[config.mk]
export PLATFORM = sky130hd
export DESIGN_NAME = cbuf_top
export DESIGN_NICKNAME = d
export VERILOG_FILES = /design/src/logic/cbuf_pkg.sv /design/src/logic/cbuf_wrap.sv /design/src/logic/cbuf_top.sv
export VERILOG_INCLUDE_DIRS = /design/src /design/src/logic
export SDC_FILE = /design/constraint.sdc
export NUM_CORES = 1
export LEC_CHECK = 0
export BUFFER_PORTS_ARGS = -buffer_cell sky130_fd_sc_hd__buf_4
export CORE_AREA = 4 4 166 120
export DETAILED_ROUTE_END_ITERATION = 10
export DIE_AREA = 0 0 170 124
export PLACE_DENSITY = 0.86
export SYNTH_ARGS = -nofsm -noshare
export SYNTH_HDL_FRONTEND = slang
export SYNTH_SLANG_ARGS = --single-unit
[constraint.sdc]
create_clock -name mclk -period 5.05 [get_ports mclk]
set_input_delay 1.01 -clock mclk [delete_from_list [all_inputs] [get_ports mclk]]
set_output_delay 1.01 -clock mclk [all_outputs]
set_load 0.01 [all_outputs]
[src/logic/cbuf_cfg.svh]
// constants for the circular buffer address block
// Functional notes
// - one circular buffer in X space, one in Y space; X also covers program
// - wrapping applies alike to data and program space accesses
// - any pointer but 1111 selectable; avoid frame and stack pointers
// - buffers of any length are checked at one bound per step: end going up, start going down
// - four 16-bit boundary registers: X start, X end, Y start, Y end
// - Y space addresses assume word data, bit 0 forced clear
// - no length register; length is end minus start plus one, up to 32K words
// - X select of 1111 disables wrapping in X read and write generators
// - Y select of 1111 disables wrapping in Y generator
// - X select in control bits 3:0, X enable bit 15
// - Y select in control bits 7:4, Y enable bit 14
`ifndef CBUF_CFG_SVH
`define CBUF_CFG_SVH
// ==========================================================
// register byte addresses
`define CBUF_ADDR_CTRL    8'h00
`define CBUF_ADDR_XSTART  8'h04
`define CBUF_ADDR_XEND    8'h08
`define CBUF_ADDR_YSTART  8'h0c
`define CBUF_ADDR_YEND    8'h10
`define CBUF_ADDR_STATUS  8'h14
// ==========================================================
// control fields and reset values
`define CBUF_XSEL_LSB     0
`define CBUF_YSEL_LSB     4
`define CBUF_XEN_BIT      15
`define CBUF_YEN_BIT      14
`define CBUF_SEL_OFF      4'hf
`define CBUF_CTRL_RST     16'h00ff
`define CBUF_BOUND_RST    16'h0000
`endif

[src/logic/cbuf_pkg.sv]
// types for the circular buffer address block
package cbuf_pkg;
  typedef enum logic [2:0] {
    BUS_IDLE = 3'b001,
    BUS_RESP = 3'b010,
    BUS_WAIT = 3'b100
  } cbuf_bus_t;
  typedef enum logic [1:0] {
    SPACE_X = 2'h0,
    SPACE_Y = 2'h1,
    SPACE_P = 2'h2
  } cbuf_space_t;
endpackage

[src/logic/cbuf_wrap.sv]
// one address generator's modulo wrap stage
`timescale 1ns/1ps
module cbuf_wrap #(
  parameter int AW = 16
) (
  input  wire logic          active,
  input  wire logic          wordOnly,
  input  wire logic [AW-1:0] addrIn,
  input  wire logic [AW-1:0] stepAddr,
  input  wire logic          stepDown,
  input  wire logic [AW-1:0] startBound,
  input  wire logic [AW-1:0] endBound,
  output logic      [AW-1:0] addrOut,
  output logic               wrapped
);
  logic [AW-1:0] lo;
  logic [AW-1:0] hi;
  logic [AW-1:0] nxt;
  // bounds and step, Y forces word alignment
  always_comb begin
    lo = wordOnly ? {startBound[AW-1:1], 1'b0} : startBound;
    hi = wordOnly ? {endBound[AW-1:1], 1'b0} : endBound;
    nxt = wordOnly ? {stepAddr[AW-1:1], 1'b0} : stepAddr;
    addrOut = nxt;
    wrapped = 1'b0;
    // only the bound in the step direction is checked: end going up, start going down
    if (active && !stepDown && addrIn <= hi && nxt > hi) begin
      addrOut = lo;
      wrapped = 1'b1;
    end else if (active && stepDown && addrIn >= lo && nxt < lo) begin
      addrOut = hi;
      wrapped = 1'b1;
    end
  end
endmodule

[src/logic/cbuf_top.sv]
// circular buffer address logic with AXI4-Lite registers
//
// Our own choices: the register addresses and the AXI4-Lite interface to the registers.
`timescale 1ns/1ps
`include "cbuf_cfg.svh"
module cbuf_top #(
  parameter int AW = 16
) (
  input  wire logic                  mclk,
  input  wire logic                  rst,
  input  wire logic [7:0]            s_axi_awaddr,
  input  wire logic                  s_axi_awvalid,
  output logic                       s_axi_awready,
  input  wire logic [31:0]           s_axi_wdata,
  input  wire logic [3:0]            s_axi_wstrb,
  input  wire logic                  s_axi_wvalid,
  output logic                       s_axi_wready,
  output logic [1:0]                 s_axi_bresp,
  output logic                       s_axi_bvalid,
  input  wire logic                  s_axi_bready,
  input  wire logic [7:0]            s_axi_araddr,
  input  wire logic                  s_axi_arvalid,
  output logic                       s_axi_arready,
  output logic [31:0]                s_axi_rdata,
  output logic [1:0]                 s_axi_rresp,
  output logic                       s_axi_rvalid,
  input  wire logic                  s_axi_rready,
  input  wire logic                  agValid,
  input  wire cbuf_pkg::cbuf_space_t agSpace,
  input  wire logic                  agWrite,
  input  wire logic [3:0]            agPtr,
  input  wire logic [AW-1:0]         agAddr,
  input  wire logic [AW-1:0]         agStep,
  input  wire logic                  agDown,
  output logic [AW-1:0]             agResult_q,
  output logic                       agWrapped_q,
  output logic                       agValidOut_q
);
  import cbuf_pkg::*;

  // ==========================================================
  // registers
  logic [15:0] ctrl_q;
  logic [15:0] xStart_q;
  logic [15:0] xEnd_q;
  logic [15:0] yStart_q;
  logic [15:0] yEnd_q;
  logic [1:0]  wrapSeen_q;
  logic [7:0]  awAddr_q;
  logic [31:0] wData_q;
  logic [3:0]  wStrb_q;
  logic        awHave_q;
  logic        wHave_q;
  cbuf_bus_t   wrState_q;

  // ==========================================================
  // control decode
  logic [3:0] xSel;
  logic [3:0] ySel;
  logic       xActive;
  logic       yActive;
  logic       useY;
  logic       active;
  logic [AW-1:0] res;
  logic          wr;
  logic [15:0]   wMerged;
  logic          wrGo;

  assign xSel = ctrl_q[`CBUF_XSEL_LSB +: 4];
  assign ySel = ctrl_q[`CBUF_YSEL_LSB +: 4];
  // select 1111 turns wrapping off for both X generators or Y
  assign xActive = ctrl_q[`CBUF_XEN_BIT] && xSel != `CBUF_SEL_OFF;
  assign yActive = ctrl_q[`CBUF_YEN_BIT] && ySel != `CBUF_SEL_OFF;
  // program space shares the X buffer; read and write alike
  assign useY = agSpace == SPACE_Y;
  // any pointer but 1111 may match the select, stack ones included
  assign active = useY ? (yActive && agPtr == ySel)
                       : (xActive && agPtr == xSel);

  // length only implied by the two bounds
  cbuf_wrap #(
    .AW (AW)
  ) u_wrap (
    .active     (active),
    .wordOnly   (useY),
    .addrIn     (agAddr),
    .stepAddr   (agStep),
    .stepDown   (agDown),
    .startBound (useY ? yStart_q[AW-1:0] : xStart_q[AW-1:0]),
    .endBound   (useY ? yEnd_q[AW-1:0] : xEnd_q[AW-1:0]),
    .addrOut    (res),
    .wrapped    (wr)
  );

  // registered generator result
  always_ff @(posedge mclk or posedge rst) begin
    if (rst) begin
      agResult_q   <= '0;
      agWrapped_q  <= 1'b0;
      agValidOut_q <= 1'b0;
    end else begin
      agValidOut_q <= agValid;
      if (agValid) begin
        agResult_q  <= res;
        agWrapped_q <= wr;
      end
    end
  end

  // ==========================================================
  // AXI write channel
  assign wrGo = awHave_q && wHave_q && wrState_q == BUS_IDLE;

  always_ff @(posedge mclk or posedge rst) begin
    if (rst) begin
      awHave_q      <= 1'b0;
      wHave_q       <= 1'b0;
      awAddr_q      <= 8'h00;
      wData_q       <= 32'h0;
      wStrb_q       <= 4'h0;
      s_axi_awready <= 1'b0;
      s_axi_wready  <= 1'b0;
      s_axi_bvalid  <= 1'b0;
      s_axi_bresp   <= 2'h0;
      wrState_q     <= BUS_IDLE;
    end else begin
      s_axi_awready <= !awHave_q && !s_axi_awready &&
                       wrState_q == BUS_IDLE;
      s_axi_wready  <= !wHave_q && !s_axi_wready &&
                       wrState_q == BUS_IDLE;
      if (s_axi_awvalid && s_axi_awready) begin
        awHave_q <= 1'b1;
        awAddr_q <= s_axi_awaddr;
      end
      if (s_axi_wvalid && s_axi_wready) begin
        wHave_q <= 1'b1;
        wData_q <= s_axi_wdata;
        wStrb_q <= s_axi_wstrb;
      end
      case (wrState_q)
        BUS_IDLE: begin
          if (wrGo) begin
            awHave_q     <= 1'b0;
            wHave_q      <= 1'b0;
            s_axi_bvalid <= 1'b1;
            s_axi_bresp  <= (awAddr_q > `CBUF_ADDR_STATUS ||
                             awAddr_q[1:0] != 2'h0) ? 2'h2 : 2'h0;
            wrState_q    <= BUS_RESP;
          end
        end
        BUS_RESP: begin
          if (s_axi_bready) begin
            s_axi_bvalid <= 1'b0;
            wrState_q    <= BUS_IDLE;
          end
        end
        default: wrState_q <= BUS_IDLE;
      endcase
    end
  end

  // byte-lane merge over the addressed register
  always_comb begin
    wMerged = ctrl_q;
    if (awAddr_q == `CBUF_ADDR_XSTART) begin
      wMerged = xStart_q;
    end else if (awAddr_q == `CBUF_ADDR_XEND) begin
      wMerged = xEnd_q;
    end else if (awAddr_q == `CBUF_ADDR_YSTART) begin
      wMerged = yStart_q;
    end else if (awAddr_q == `CBUF_ADDR_YEND) begin
      wMerged = yEnd_q;
    end
    if (wStrb_q[0]) begin
      wMerged[7:0] = wData_q[7:0];
    end
    if (wStrb_q[1]) begin
      wMerged[15:8] = wData_q[15:8];
    end
  end

  // control and four 16-bit bounds
  always_ff @(posedge mclk or posedge rst) begin
    if (rst) begin
      ctrl_q   <= `CBUF_CTRL_RST;
      xStart_q <= `CBUF_BOUND_RST;
      xEnd_q   <= `CBUF_BOUND_RST;
      yStart_q <= `CBUF_BOUND_RST;
      yEnd_q   <= `CBUF_BOUND_RST;
    end else if (wrGo) begin
      if (awAddr_q == `CBUF_ADDR_CTRL) begin
        ctrl_q <= wMerged;
      end else if (awAddr_q == `CBUF_ADDR_XSTART) begin
        xStart_q <= wMerged;
      end else if (awAddr_q == `CBUF_ADDR_XEND) begin
        xEnd_q <= wMerged;
      end else if (awAddr_q == `CBUF_ADDR_YSTART) begin
        yStart_q <= wMerged;
      end else if (awAddr_q == `CBUF_ADDR_YEND) begin
        yEnd_q <= wMerged;
      end
    end
  end

  // sticky wrap seen flags, set beats write-one clear
  always_ff @(posedge mclk or posedge rst) begin
    if (rst) begin
      wrapSeen_q <= 2'h0;
    end else begin
      for (int i = 0; i < 2; i++) begin
        if (agValid && wr && (useY == (i == 1))) begin
          wrapSeen_q[i] <= 1'b1;
        end else if (wrGo && awAddr_q == `CBUF_ADDR_STATUS &&
                     wStrb_q[0] && wData_q[i]) begin
          wrapSeen_q[i] <= 1'b0;
        end
      end
    end
  end

  // ==========================================================
  // AXI read channel
  always_ff @(posedge mclk or posedge rst) begin
    if (rst) begin
      s_axi_arready <= 1'b0;
      s_axi_rvalid  <= 1'b0;
      s_axi_rdata   <= 32'h0;
      s_axi_rresp   <= 2'h0;
    end else begin
      s_axi_arready <= !s_axi_rvalid && !s_axi_arready;
      if (s_axi_arvalid && s_axi_arready) begin
        s_axi_rvalid <= 1'b1;
        s_axi_rresp  <= 2'h0;
        if (s_axi_araddr == `CBUF_ADDR_CTRL) begin
          s_axi_rdata <= {16'h0, ctrl_q};
        end else if (s_axi_araddr == `CBUF_ADDR_XSTART) begin
          s_axi_rdata <= {16'h0, xStart_q};
        end else if (s_axi_araddr == `CBUF_ADDR_XEND) begin
          s_axi_rdata <= {16'h0, xEnd_q};
        end else if (s_axi_araddr == `CBUF_ADDR_YSTART) begin
          s_axi_rdata <= {16'h0, yStart_q};
        end else if (s_axi_araddr == `CBUF_ADDR_YEND) begin
          s_axi_rdata <= {16'h0, yEnd_q};
        end else if (s_axi_araddr == `CBUF_ADDR_STATUS) begin
          s_axi_rdata <= {28'h0, yActive, xActive, wrapSeen_q};
        end else begin
          s_axi_rdata <= 32'h0;
          s_axi_rresp <= 2'h2; // unmapped: slave error
        end
      end else if (s_axi_rvalid && s_axi_rready) begin
        s_axi_rvalid <= 1'b0;
      end
    end
  end
endmodule

## Word-level counts from Yosys, hierarchy flattened

Index checks and enable logic that the tools add are counted.

- Output and inout port bits: 59
- Logic and storage cells: 151
- Bits in registers: 172

- $lt $le $gt $ge: 5
- Mux-type cells: 47
- Reductions and logical operators: 51
- Bitwise logic cells: 5
- Equal/unequal tests: 19

Operators with widths:

| cell | number |
|---|---|
| two-way mux 16 bit | 13 |
| == test 8 x 4 -> 1 bit (second input constant) | 4 |
| == test 8 x 5 -> 1 bit (second input constant) | 4 |
| logical AND 1 bit | 28 |
| two-way mux 1 bit | 20 |
| == test 8 x 3 -> 1 bit (second input constant) | 2 |
| >= comparator 16 bit | 1 |
| greater-than comparator 16 bit | 1 |
| less-or-equal comparator 16 bit | 1 |
| logical NOT 8 bit | 2 |
| < comparator 16 bit | 1 |
| two-way mux 8 bit | 2 |
| two-way mux 2 bit | 7 |
| nonzero test 2 bit | 5 |
| == test 4 bit | 2 |
| greater-than comparator 8 x 5 -> 1 bit (second input constant) | 1 |
| inequality test 4 bit (second input constant) | 2 |
| logical NOT 1 bit | 7 |
| two-way mux 3 bit | 2 |
| one-hot mux 3 bit (2 select lines) | 1 |
| AND reduction 2 bit | 3 |
| AND reduction 3 bit | 2 |
| AND reduction 6 bit | 1 |
| NOT 1 bit | 5 |
| 9 further kinds | 10 |

## Longest topological paths before layout

Gate-level depths: netlist (run 1).

- Depth in word-level cells: 12
- Gate-level depth with buffers: 15

## Modules after synthesis

A second synthesis (run 1) with hierarchy kept.

- Cell total of the unflattened synthesis: 995
- Area, all modules: 9751.9 um2

Modules (own cells, without submodules):

| module | area each (um2) | instances | seq. area each (um2) | cells each |
|---|---|---|---|---|
| cbuf_top | 7825.0 | 1 | 3839.9 | 769 |
| cbuf_wrap | 1926.8 | 1 | 0.0 | 226 |

## Worst setup path before layout (run 1)

Ideal clock, no wire load.

- Path kind: input port to flip-flop
- Start: input agSpace[1]
- End: register agResult_q[12]
- Stages on the path: 13
- Path buffers: 3
- Data arrival time: 3.953 ns
- Library setup time: 0.131 ns
- Slack: 0.966 ns
- Cell sequence: nand2b_1 buf_2 buf_1 mux2i_1 ha_1 a211oi_1 o211ai_1 a221oi_1 nand3_1 a21oi_2 nand2b_1 buf_2 o211ai_1

- Longest elaborated chain between the ends: 8
- Elaborated cells on any way between the ends: 19
- Classes of those cells: order compare: 4; eq/ne: 1; mux: 8; reduce/logical: 6

Ends and longest elaborated chain:

| item | RTL line | RTL |
|---|---|---|
| start: declaration | cbuf_top.sv:29 | `input wire cbuf_pkg::cbuf_space_t agSpace,` |
| == test 2 x 1 -> 1 bit * | cbuf_top.sv:75 | `assign useY = agSpace == SPACE_Y;` |
| two-way mux 16 bit | cbuf_top.sv:89 | `.startBound (useY ? yStart_q[AW-1:0] : xStart_q[AW-1:0]),` |
| two-way mux 1 bit | cbuf_wrap.sv:21 | `lo = wordOnly ? {startBound[AW-1:1], 1'b0} : startBound;` |
| >= comparator 16 bit | cbuf_wrap.sv:30 | `end else if (active && stepDown && addrIn >= lo && nxt < lo) begin` |
| logical AND 1 bit (2 in a row) | cbuf_wrap.sv:30 |  |
| two-way mux 16 bit | cbuf_wrap.sv:30 |  |
| two-way mux 16 bit * | cbuf_wrap.sv:27 | `if (active && !stepDown && addrIn <= hi && nxt > hi) begin` |
| end signal: assignment | cbuf_top.sv:104 | `agResult_q <= res;` |
| end: declaration | cbuf_top.sv:35 | `output logic [AW-1:0] agResult_q,` |

Every way passes the cells marked *; elsewhere a longest branch is shown, timed or not.
A chain may end at the register's enable or synchronous reset.

## Final worst setup path (run 1)

- Start: input agSpace[1]
- End: register wrapSeen_q[1]

- Longest elaborated chain between the ends: 11
- Elaborated cells on any way between the ends: 23
- Classes of those cells: order compare: 4; eq/ne: 1; mux: 9; reduce/logical: 9

Ends and longest elaborated chain:

| item | RTL line | RTL |
|---|---|---|
| == test 2 x 1 -> 1 bit * | cbuf_top.sv:75 |  |
| two-way mux 16 bit | cbuf_top.sv:89 |  |
| two-way mux 1 bit | cbuf_wrap.sv:21 |  |
| >= comparator 16 bit | cbuf_wrap.sv:30 |  |
| logical AND 1 bit (2 in a row) | cbuf_wrap.sv:30 |  |
| two-way mux 1 bit | cbuf_wrap.sv:30 |  |
| two-way mux 1 bit | cbuf_wrap.sv:27 |  |
| logical AND 1 bit | cbuf_top.sv:211 | `if (agValid && wr && (useY == (i == 1))) begin` |
| logical AND 1 bit * | cbuf_top.sv:211 |  |
| two-way mux 1 bit or nonzero test 2 bit (tied branches) | - |  |
| end signal: assignment | cbuf_top.sv:208 | `wrapSeen_q <= 2'h0;` |
| end signal: indexed assignment | cbuf_top.sv:212 | `wrapSeen_q[i] <= 1'b1;` |
| end signal: indexed assignment | cbuf_top.sv:215 | `wrapSeen_q[i] <= 1'b0;` |
| end: declaration | cbuf_top.sv:48 | `logic [1:0] wrapSeen_q;` |

Marked as above.

==> flow_summary.json, run 1 <==
{
  "io_buffers": 121,
  "setup_viol": 0,
  "clk_path_buf_depth": 2,
  "routed_wl_um": 27200,
  "numCtsBuffers": 17,
  "ios": 159,
  "status": "finished clean",
  "rsz0062_at_grt": "no",
  "fin_skew_ns": 0.00914,
  "synth_fa_ha_area_share_pct": 8.39,
  "grt_pass1_vias": 8091,
  "cts_num_sinks": 153,
  "antenna_found_initial": 0,
  "power.density_nw_per_um2": 467,
  "peakVddDrop_mv": 0.268,
  "crit_type": "in -> reg",
  "nets": 1277,
  "cts_tree": "yes",
  "hold_depth": 1,
  "core-area_um2": 18400,
  "fin_crit_ns": 4.14,
  "worstHoldPathType": "reg -> reg",
  "arrival_ns": 4.43,
  "fin_setup_tns_ns": 0,
  "synth_area_leaders": "dfrtp_1 38%, ha_1 8.4%, nor2_1 6.0%",
  "routedWlPerCell_um": 19.9,
  "synth_compound_gate_area_share_pct": 20.9,
  "clock_latency_ns": 0.44,
  "synth_top_area_cell": "dfrtp_1",
  "place_hpwl_um": 19400,
  "multi_input_area_um2": 5130,
  "drt_iter0_markers": 1292,
  "synthTopCellsByCount": "150 x nor2_1, 144 x dfrtp_1, 110 x a21oi_1",
  "rows": 42,
  "ant_nets": 0,
  "ys_warn_count": 0,
  "slew_violations": 0,
  "cts_setup_buffers": 0,
  "drt-pass1-iter-count": 7,
  "grt_usage_pct": 25.7,
  "overflow": 0,
  "yosysSeqAreaShare_pct": 40.9,
  "cp_data_required_time_ns": 5.34,
  "layout-drive-gt1-share_pct": 22.1,
  "netlist.area_leader.share_pct": 38.4,
  "root_buffer": "clkbuf_16",
  "place_congestion": 0.922,
  "initial_core_util_pct": 50.9,
  "synth_ff_type": "dfrtp_1",
  "synthMuxAreaShare_pct": 8.19,
  "tightest_slew_ns": 1.34,
  "syn_inst": 1019,
  "die_area_um2": 21100,
  "rr_worst_depth": 10,
  "hold_violations": 0,
  "synthSimpleGateAreaFrac_pct": 15.4,
  "r2r_setup_slack_ns": 1.79,
  "p_leak_nw": 4.96,
  "ys_types": 64,
  "grt_max_degree": 154,
  "clk_pin_slew_ns": 0.06,
  "avgSynthCellArea_um2": 9.22,
  "grt_pass1_wl_um": 42200,
  "dieHeight_um": 124,
  "vias_per_cell": 6.25,
  "drc": 0,
  "slew_headroom_pct": 10.5,
  "synth.most_common_cell": "nor2_1",
  "vias": 8563,
  "crit_path_max_fanout": 20,
  "holdPathEnd": "s_axi_arready",
  "cts_max_level": 4,
  "setup.worst_path.start_class": "input pin",
  "synth_top_family_by_area": "compound AO/OA/AOI/OAI gates",
  "hold_buffers": 0,
  "n_fill_cell": 1487,
  "synth_area_um2": 9390,
  "synth_async_sr_flop_share_pct": 100,
  "seq_area_um2": 3840,
  "min-delay-start": "s_axi_arready",
  "synth_edf_count": 0,
  "fin_crit_sh_pct": 81.9,
  "cts_resized": 0,
  "syn2layout_area_growth_pct": 17.3,
  "die_x_um": 170,
  "synth.ff_latch_count": 153,
  "synth-xor-area-share_pct": 0.839,
  "r2r-start": "yStart_q[15]",
  "cap_violations": 0,
  "fin_hold_ws_ns": 0.456,
  "worst_setup_path_end_kind": "flop",
  "fmax_mhz": 242,
  "crit-reg2reg-capture": "wrapSeen_q[1]",
  "antenna_cells": 0
}
==> how the worst max path moves through the flow <==
stage                     depth (start not counted)  startpoint             end
after CTS                                        11  agSpace[1]     agWrapped_q
after detailed placement                         11  agSpace[1]     agWrapped_q
after global routing                             12  agSpace[1]   agResult_q[7]
after global placement                           11  agSpace[1]     agWrapped_q
final                                            11  agSpace[1]   wrapSeen_q[1]
after floorplan                                  13  agSpace[1]  agResult_q[12]
==> flip-flops by register name, indices dropped and copies added (netlist names), 2 cells and up <==
name / count
ctrl_q: 16
wStrb_q: 2
xEnd_q: 16
yStart_q: 16
wrapSeen_q: 2
yEnd_q: 16
xStart_q: 16
awAddr_q: 8
wData_q: 16
agResult_q: 16
s_axi_rdata: 16
wrState_q: 2
==> stage by stage <==
step / instance area, um2 / instances / util [%] / power, mW / setup slack (ns)
6_report: 11000 / 1369 / 59.7 / 5.14 / 0.912
5_1_grt: 11000 / 1369 / 59.7 / 5.45 / 0.643
4_1_cts: 11000 / 1369 / 59.7 / 5.12 / 0.952
3_5_place_dp: 10400 / 1337 / 56.5 / 3.80 / 0.480
3_3_place_gp: 10400 / 1337 / 56.5 / 3.70 / 0.578
2_1_floorplan: 9460 / 1036 / - / 3.22 / 0.966
==> cells in the final DEF (no fill, tap or decap), drive strengths merged, types with 25 or more instances in the layout <==
cell and n:
a211oi 34, a21oi 112, a22oi 25, buf 137
dfrtp 144, ha 63, inv 32, mux2 31
mux2i 42, nand2 66, nand4 28, nor2 152
o21ai 78
==> critical path, cell delays in order <==
cell and delay (ns):
buf_4 0.11, nand2b_2 0.45, buf_12 0.30, a21oi_1 0.34, ha_1 0.20, nand3_1 0.14
or4_1 0.53, o21a_1 0.42, and3_1 0.32, o21ai_1 0.43, o21ai_0 0.16
==> cell type report <==
| cell class | count | share of cell area, % |
|---|---|---|
| multi-input combinational | 779 | 46.5 |
| sequential | 153 | 34.9 |
| timing repair buffer | 137 | 9.56 |
| clock buffer | 18 | 3.90 |
| tap | 242 | 2.75 |
| clock inverter | 14 | 1.47 |
| inverter | 26 | 0.920 |
==> kinds of logic (layout without fill, tap and decap cells) <==
logic type | after synthesis | in the layout
AO/OA/AOI/OAI | 302 | 302
XOR/XNOR | 9 | 9
adder cells (fa/ha/maj) | 63 | 63
buffers and inverters | 104 | 195
flip-flops | 153 | 153
multiplexers | 73 | 73
other | 1 | 18
AND/OR/NAND/NOR | 314 | 314
==> report_power, final <==
| part | internal, mW | switching [mW] | leakage, nW |
|---|---|---|---|
| registers | 1.62 | 0.456 | 1.98 |
| logic | 0.759 | 1.01 | 2.70 |
| clock network | 0.740 | 0.556 | 0.285 |
| total | 3.12 | 2.02 | 4.96 |
==> metal layers <==
metal / vias to the layer above / wire length, um / track usage (%)
met2: 525 / 12300 / 38.7
met5: - / 0 / 0
met1: 4089 / 10900 / 34.4
met4: 0 / 838 / 11.4
met3: 88 / 3220 / 7.77
li1: 3861 / - / -
Note: power is estimated with default switching activity, not from simulation.
==> run 2: changes to the inputs <==
Settings changed: ABC_AREA from default to 1, CORE_AREA 4 4 166 120 to 4 4 173 125, DIE_AREA 0 0 170 124 to 0 0 177 129, PLACE_DENSITY 0.86 to 0.85.
Clock period 5.05 ns to 3.67 ns, I/O delays scaled along.
==> flow_summary.json, run 2 <==
{
  "synth_ff_type": "dfrtp_1",
  "avgSynthCellArea_um2": 7.68,
  "crit_type": "in -> reg",
  "synth-xor-area-share_pct": 0,
  "clk_pin_slew_ns": 0.07,
  "ios": 159,
  "fmax_mhz": 295,
  "synth_fa_ha_area_share_pct": 7.71,
  "routed_wl_um": 29800,
  "vias": 9796,
  "routedWlPerCell_um": 17.2,
  "synth_top_family_by_area": "simple AND/OR/NAND/NOR gates",
  "ant_nets": 0,
  "finalCoreUtilization_pct": 60.7,
  "hold_violations": 0,
  "synth_async_sr_flop_share_pct": 100,
  "grt_max_degree": 47,
  "antenna_cells": 0,
  "power.density_nw_per_um2": 498,
  "final_cell_mix": "293 x nand2_1, 168 x inv_1, 152 x buf_4, 144 x dfrtp_1, 111 x nand3_1",
  "synth_edf_count": 0,
  "cts_tree": "yes",
  "place_hpwl_um": 22100,
  "critPathSlowestCell": "o21ai_0",
  "grt_pass1_vias": 9420,
  "drc": 0,
  "cap_violations": 0,
  "netlist.area_leader.share_pct": 35.2,
  "fin_crit_ns": 3.39,
  "tightest_slew_ns": 1.11,
  "die_x_um": 177,
  "peakVddDrop_mv": 0.378,
  "grt_pass1_wl_um": 47600,
  "ys_warn_count": 0,
  "instances_no_fill": 1732,
  "setup.worst_path.start_class": "input pin",
  "synth_compound_gate_area_share_pct": 18.4,
  "clk_path_buf_depth": 2,
  "p_leak_nw": 6.03,
  "root_buffer": "clkbuf_16",
  "hold_buffers": 0,
  "cts_max_level": 4,
  "cp_cell_sequence": "buf_4 -> inv_1 -> nand2_2 -> buf_4 -> o21ai_0 -> ha_1 -> a21oi_1 -> nor2_1 -> a211oi_1 -> nand2_1 -> nand2_2 -> nand3_4 -> nand2_1 -> nand2_1 -> o21ai_0",
  "power_mw": 5.97,
  "final_common_cell": "nand2_1",
  "worst_setup_path_end_kind": "flop",
  "setup_viol": 0,
  "cts_num_sinks": 153,
  "synth_area_leaders": "dfrtp_1 35%, nand2_1 11%, ha_1 7.7%",
  "fin_skew_ns": 0.0157,
  "arrival_ns": 3.75,
  "yosysSeqAreaShare_pct": 37.6,
  "syn_inst": 1332,
  "vias_per_cell": 5.66,
  "cts_resized": 0,
  "core-area_um2": 19700,
  "cp_data_required_time_ns": 4.03,
  "synthSimpleGateAreaFrac_pct": 25.0,
  "slew_headroom_pct": 26.2,
  "synthTopCellsByCount": "293 x nand2_1, 169 x inv_1, 144 x dfrtp_1",
  "drt-pass1-iter-count": 6,
  "fin_crit_sh_pct": 92.5,
  "drt_iter0_markers": 1104,
  "dp_cells": 1700,
  "clock_latency_ns": 0.44,
  "die_area_um2": 22800,
  "place_congestion": 0.956,
  "status": "finished clean",
  "dieHeight_um": 129,
  "rows": 43,
  "syn2layout_area_growth_pct": 17.2,
  "synthMuxAreaShare_pct": 0.551,
  "crit_path_frequent_cell": "nand2_1",
  "crit_path_max_fanout": 27,
  "slew_violations": 0,
  "numCtsBuffers": 17,
  "synth.ff_latch_count": 153,
  "nets": 1612,
  "synth.most_common_cell": "nand2_1",
  "n_fill_cell": 1696,
  "overflow": 0,
  "synth_top_area_cell": "dfrtp_1",
  "layout-drive-gt1-share_pct": 19.4,
  "initial_core_util_pct": 51.8,
  "worstHoldPathType": "reg -> reg",
  "cts_setup_buffers": 0,
  "cpPeakStageDelay_ns": 0.47,
  "io_buffers": 121,
  "ys_types": 44,
  "synth_area_um2": 10200,
  "rsz0062_at_grt": "no",
  "antenna_found_initial": 0,
  "grt_usage_pct": 26.2
}
[run 2: changes by cell type in the layout (fill, tap and decap cells not counted), sizes merged, moves of 15 or more]
cell,previous run,this run
nand2,66,304
inv,32,179
nand3,18,126
o21ai,78,140
nor2,152,93
mux2i,42,0
a211oi,34,1
mux2,31,5
o211ai,7,32
a22oi,25,1
buf,137,154
a21oi,112,97
[run 2: critical path, delay by kind of cell]
kind                     cells  cell delay (ns)
adder cells (fa/ha/maj)      1             0.35
AO/OA/AOI/OAI                4             1.11
AND/OR/NAND/NOR              7             1.04
buffers and inverters        3             0.48
[run 2: per-layer routing]
metal	track usage (%)	vias to the layer above	share of wire (%)
met2	41.1	532	46
met4	8.82	0	2.4
met1	35.4	4553	40
met3	7.34	69	11
li1	-	4642	-
met5	0	-	0
[run 2: path summary, 6_finish.rpt]
path                         startpoint       endpoint  slack, ns  depth (start not counted)
max in group asynchronous           rst      ctrl_q[7]       2.23                          3
min                             wHave_q   s_axi_wready       0.44                          1
max reg2reg                yStart_q[15]  wrapSeen_q[0]       0.86                         14
min in group asynchronous           rst      xEnd_q[8]       0.56                          2
min reg2reg                     wHave_q   s_axi_wready       0.44                          1
max                          agSpace[1]  wrapSeen_q[0]       0.28                         15
[run 2: cell type report]
class	count	area [um2]	share of cell area [%]
Sequential cell	153	3840	32.1
Clock inverter	14	149	1.24
Inverter	180	679	5.67
Tap cell	270	338	2.82
Clock buffer	18	439	3.67
Multi-Input combinational cell	943	5350	44.7
Timing Repair Buffer	154	1180	9.86
[run 2: power by group]
part           switching (mW)  internal [mW]
clock                   0.754           1.02
combinational            1.17          0.712
sequential              0.290           2.02
total                    2.21           3.75
[run 2: stage by stage]
| step | TNS [ns] | worst slack (ns) | area (um2) | hold WS [ns] |
|---|---|---|---|---|
| 2_1_floorplan | 0 | 0.672 | 10300 | 0.408 |
| 3_3_place_gp | 0 | 0.0529 | 11400 | 0.420 |
| 3_5_place_dp | -0.168 | -0.0812 | 11400 | 0.429 |
| 4_1_cts | 0 | 0.343 | 12000 | 0.440 |
| 5_1_grt | 0 | 0.147 | 12000 | 0.451 |
| 6_report | 0 | 0.276 | 12000 | 0.436 |
[run 2: kinds of logic after synthesis]
group	count (synthesis)
compound gates	298
fa+ha+maj	63
buf+inv	253
flops	153
mux	5
other cells	1
simple gates	559
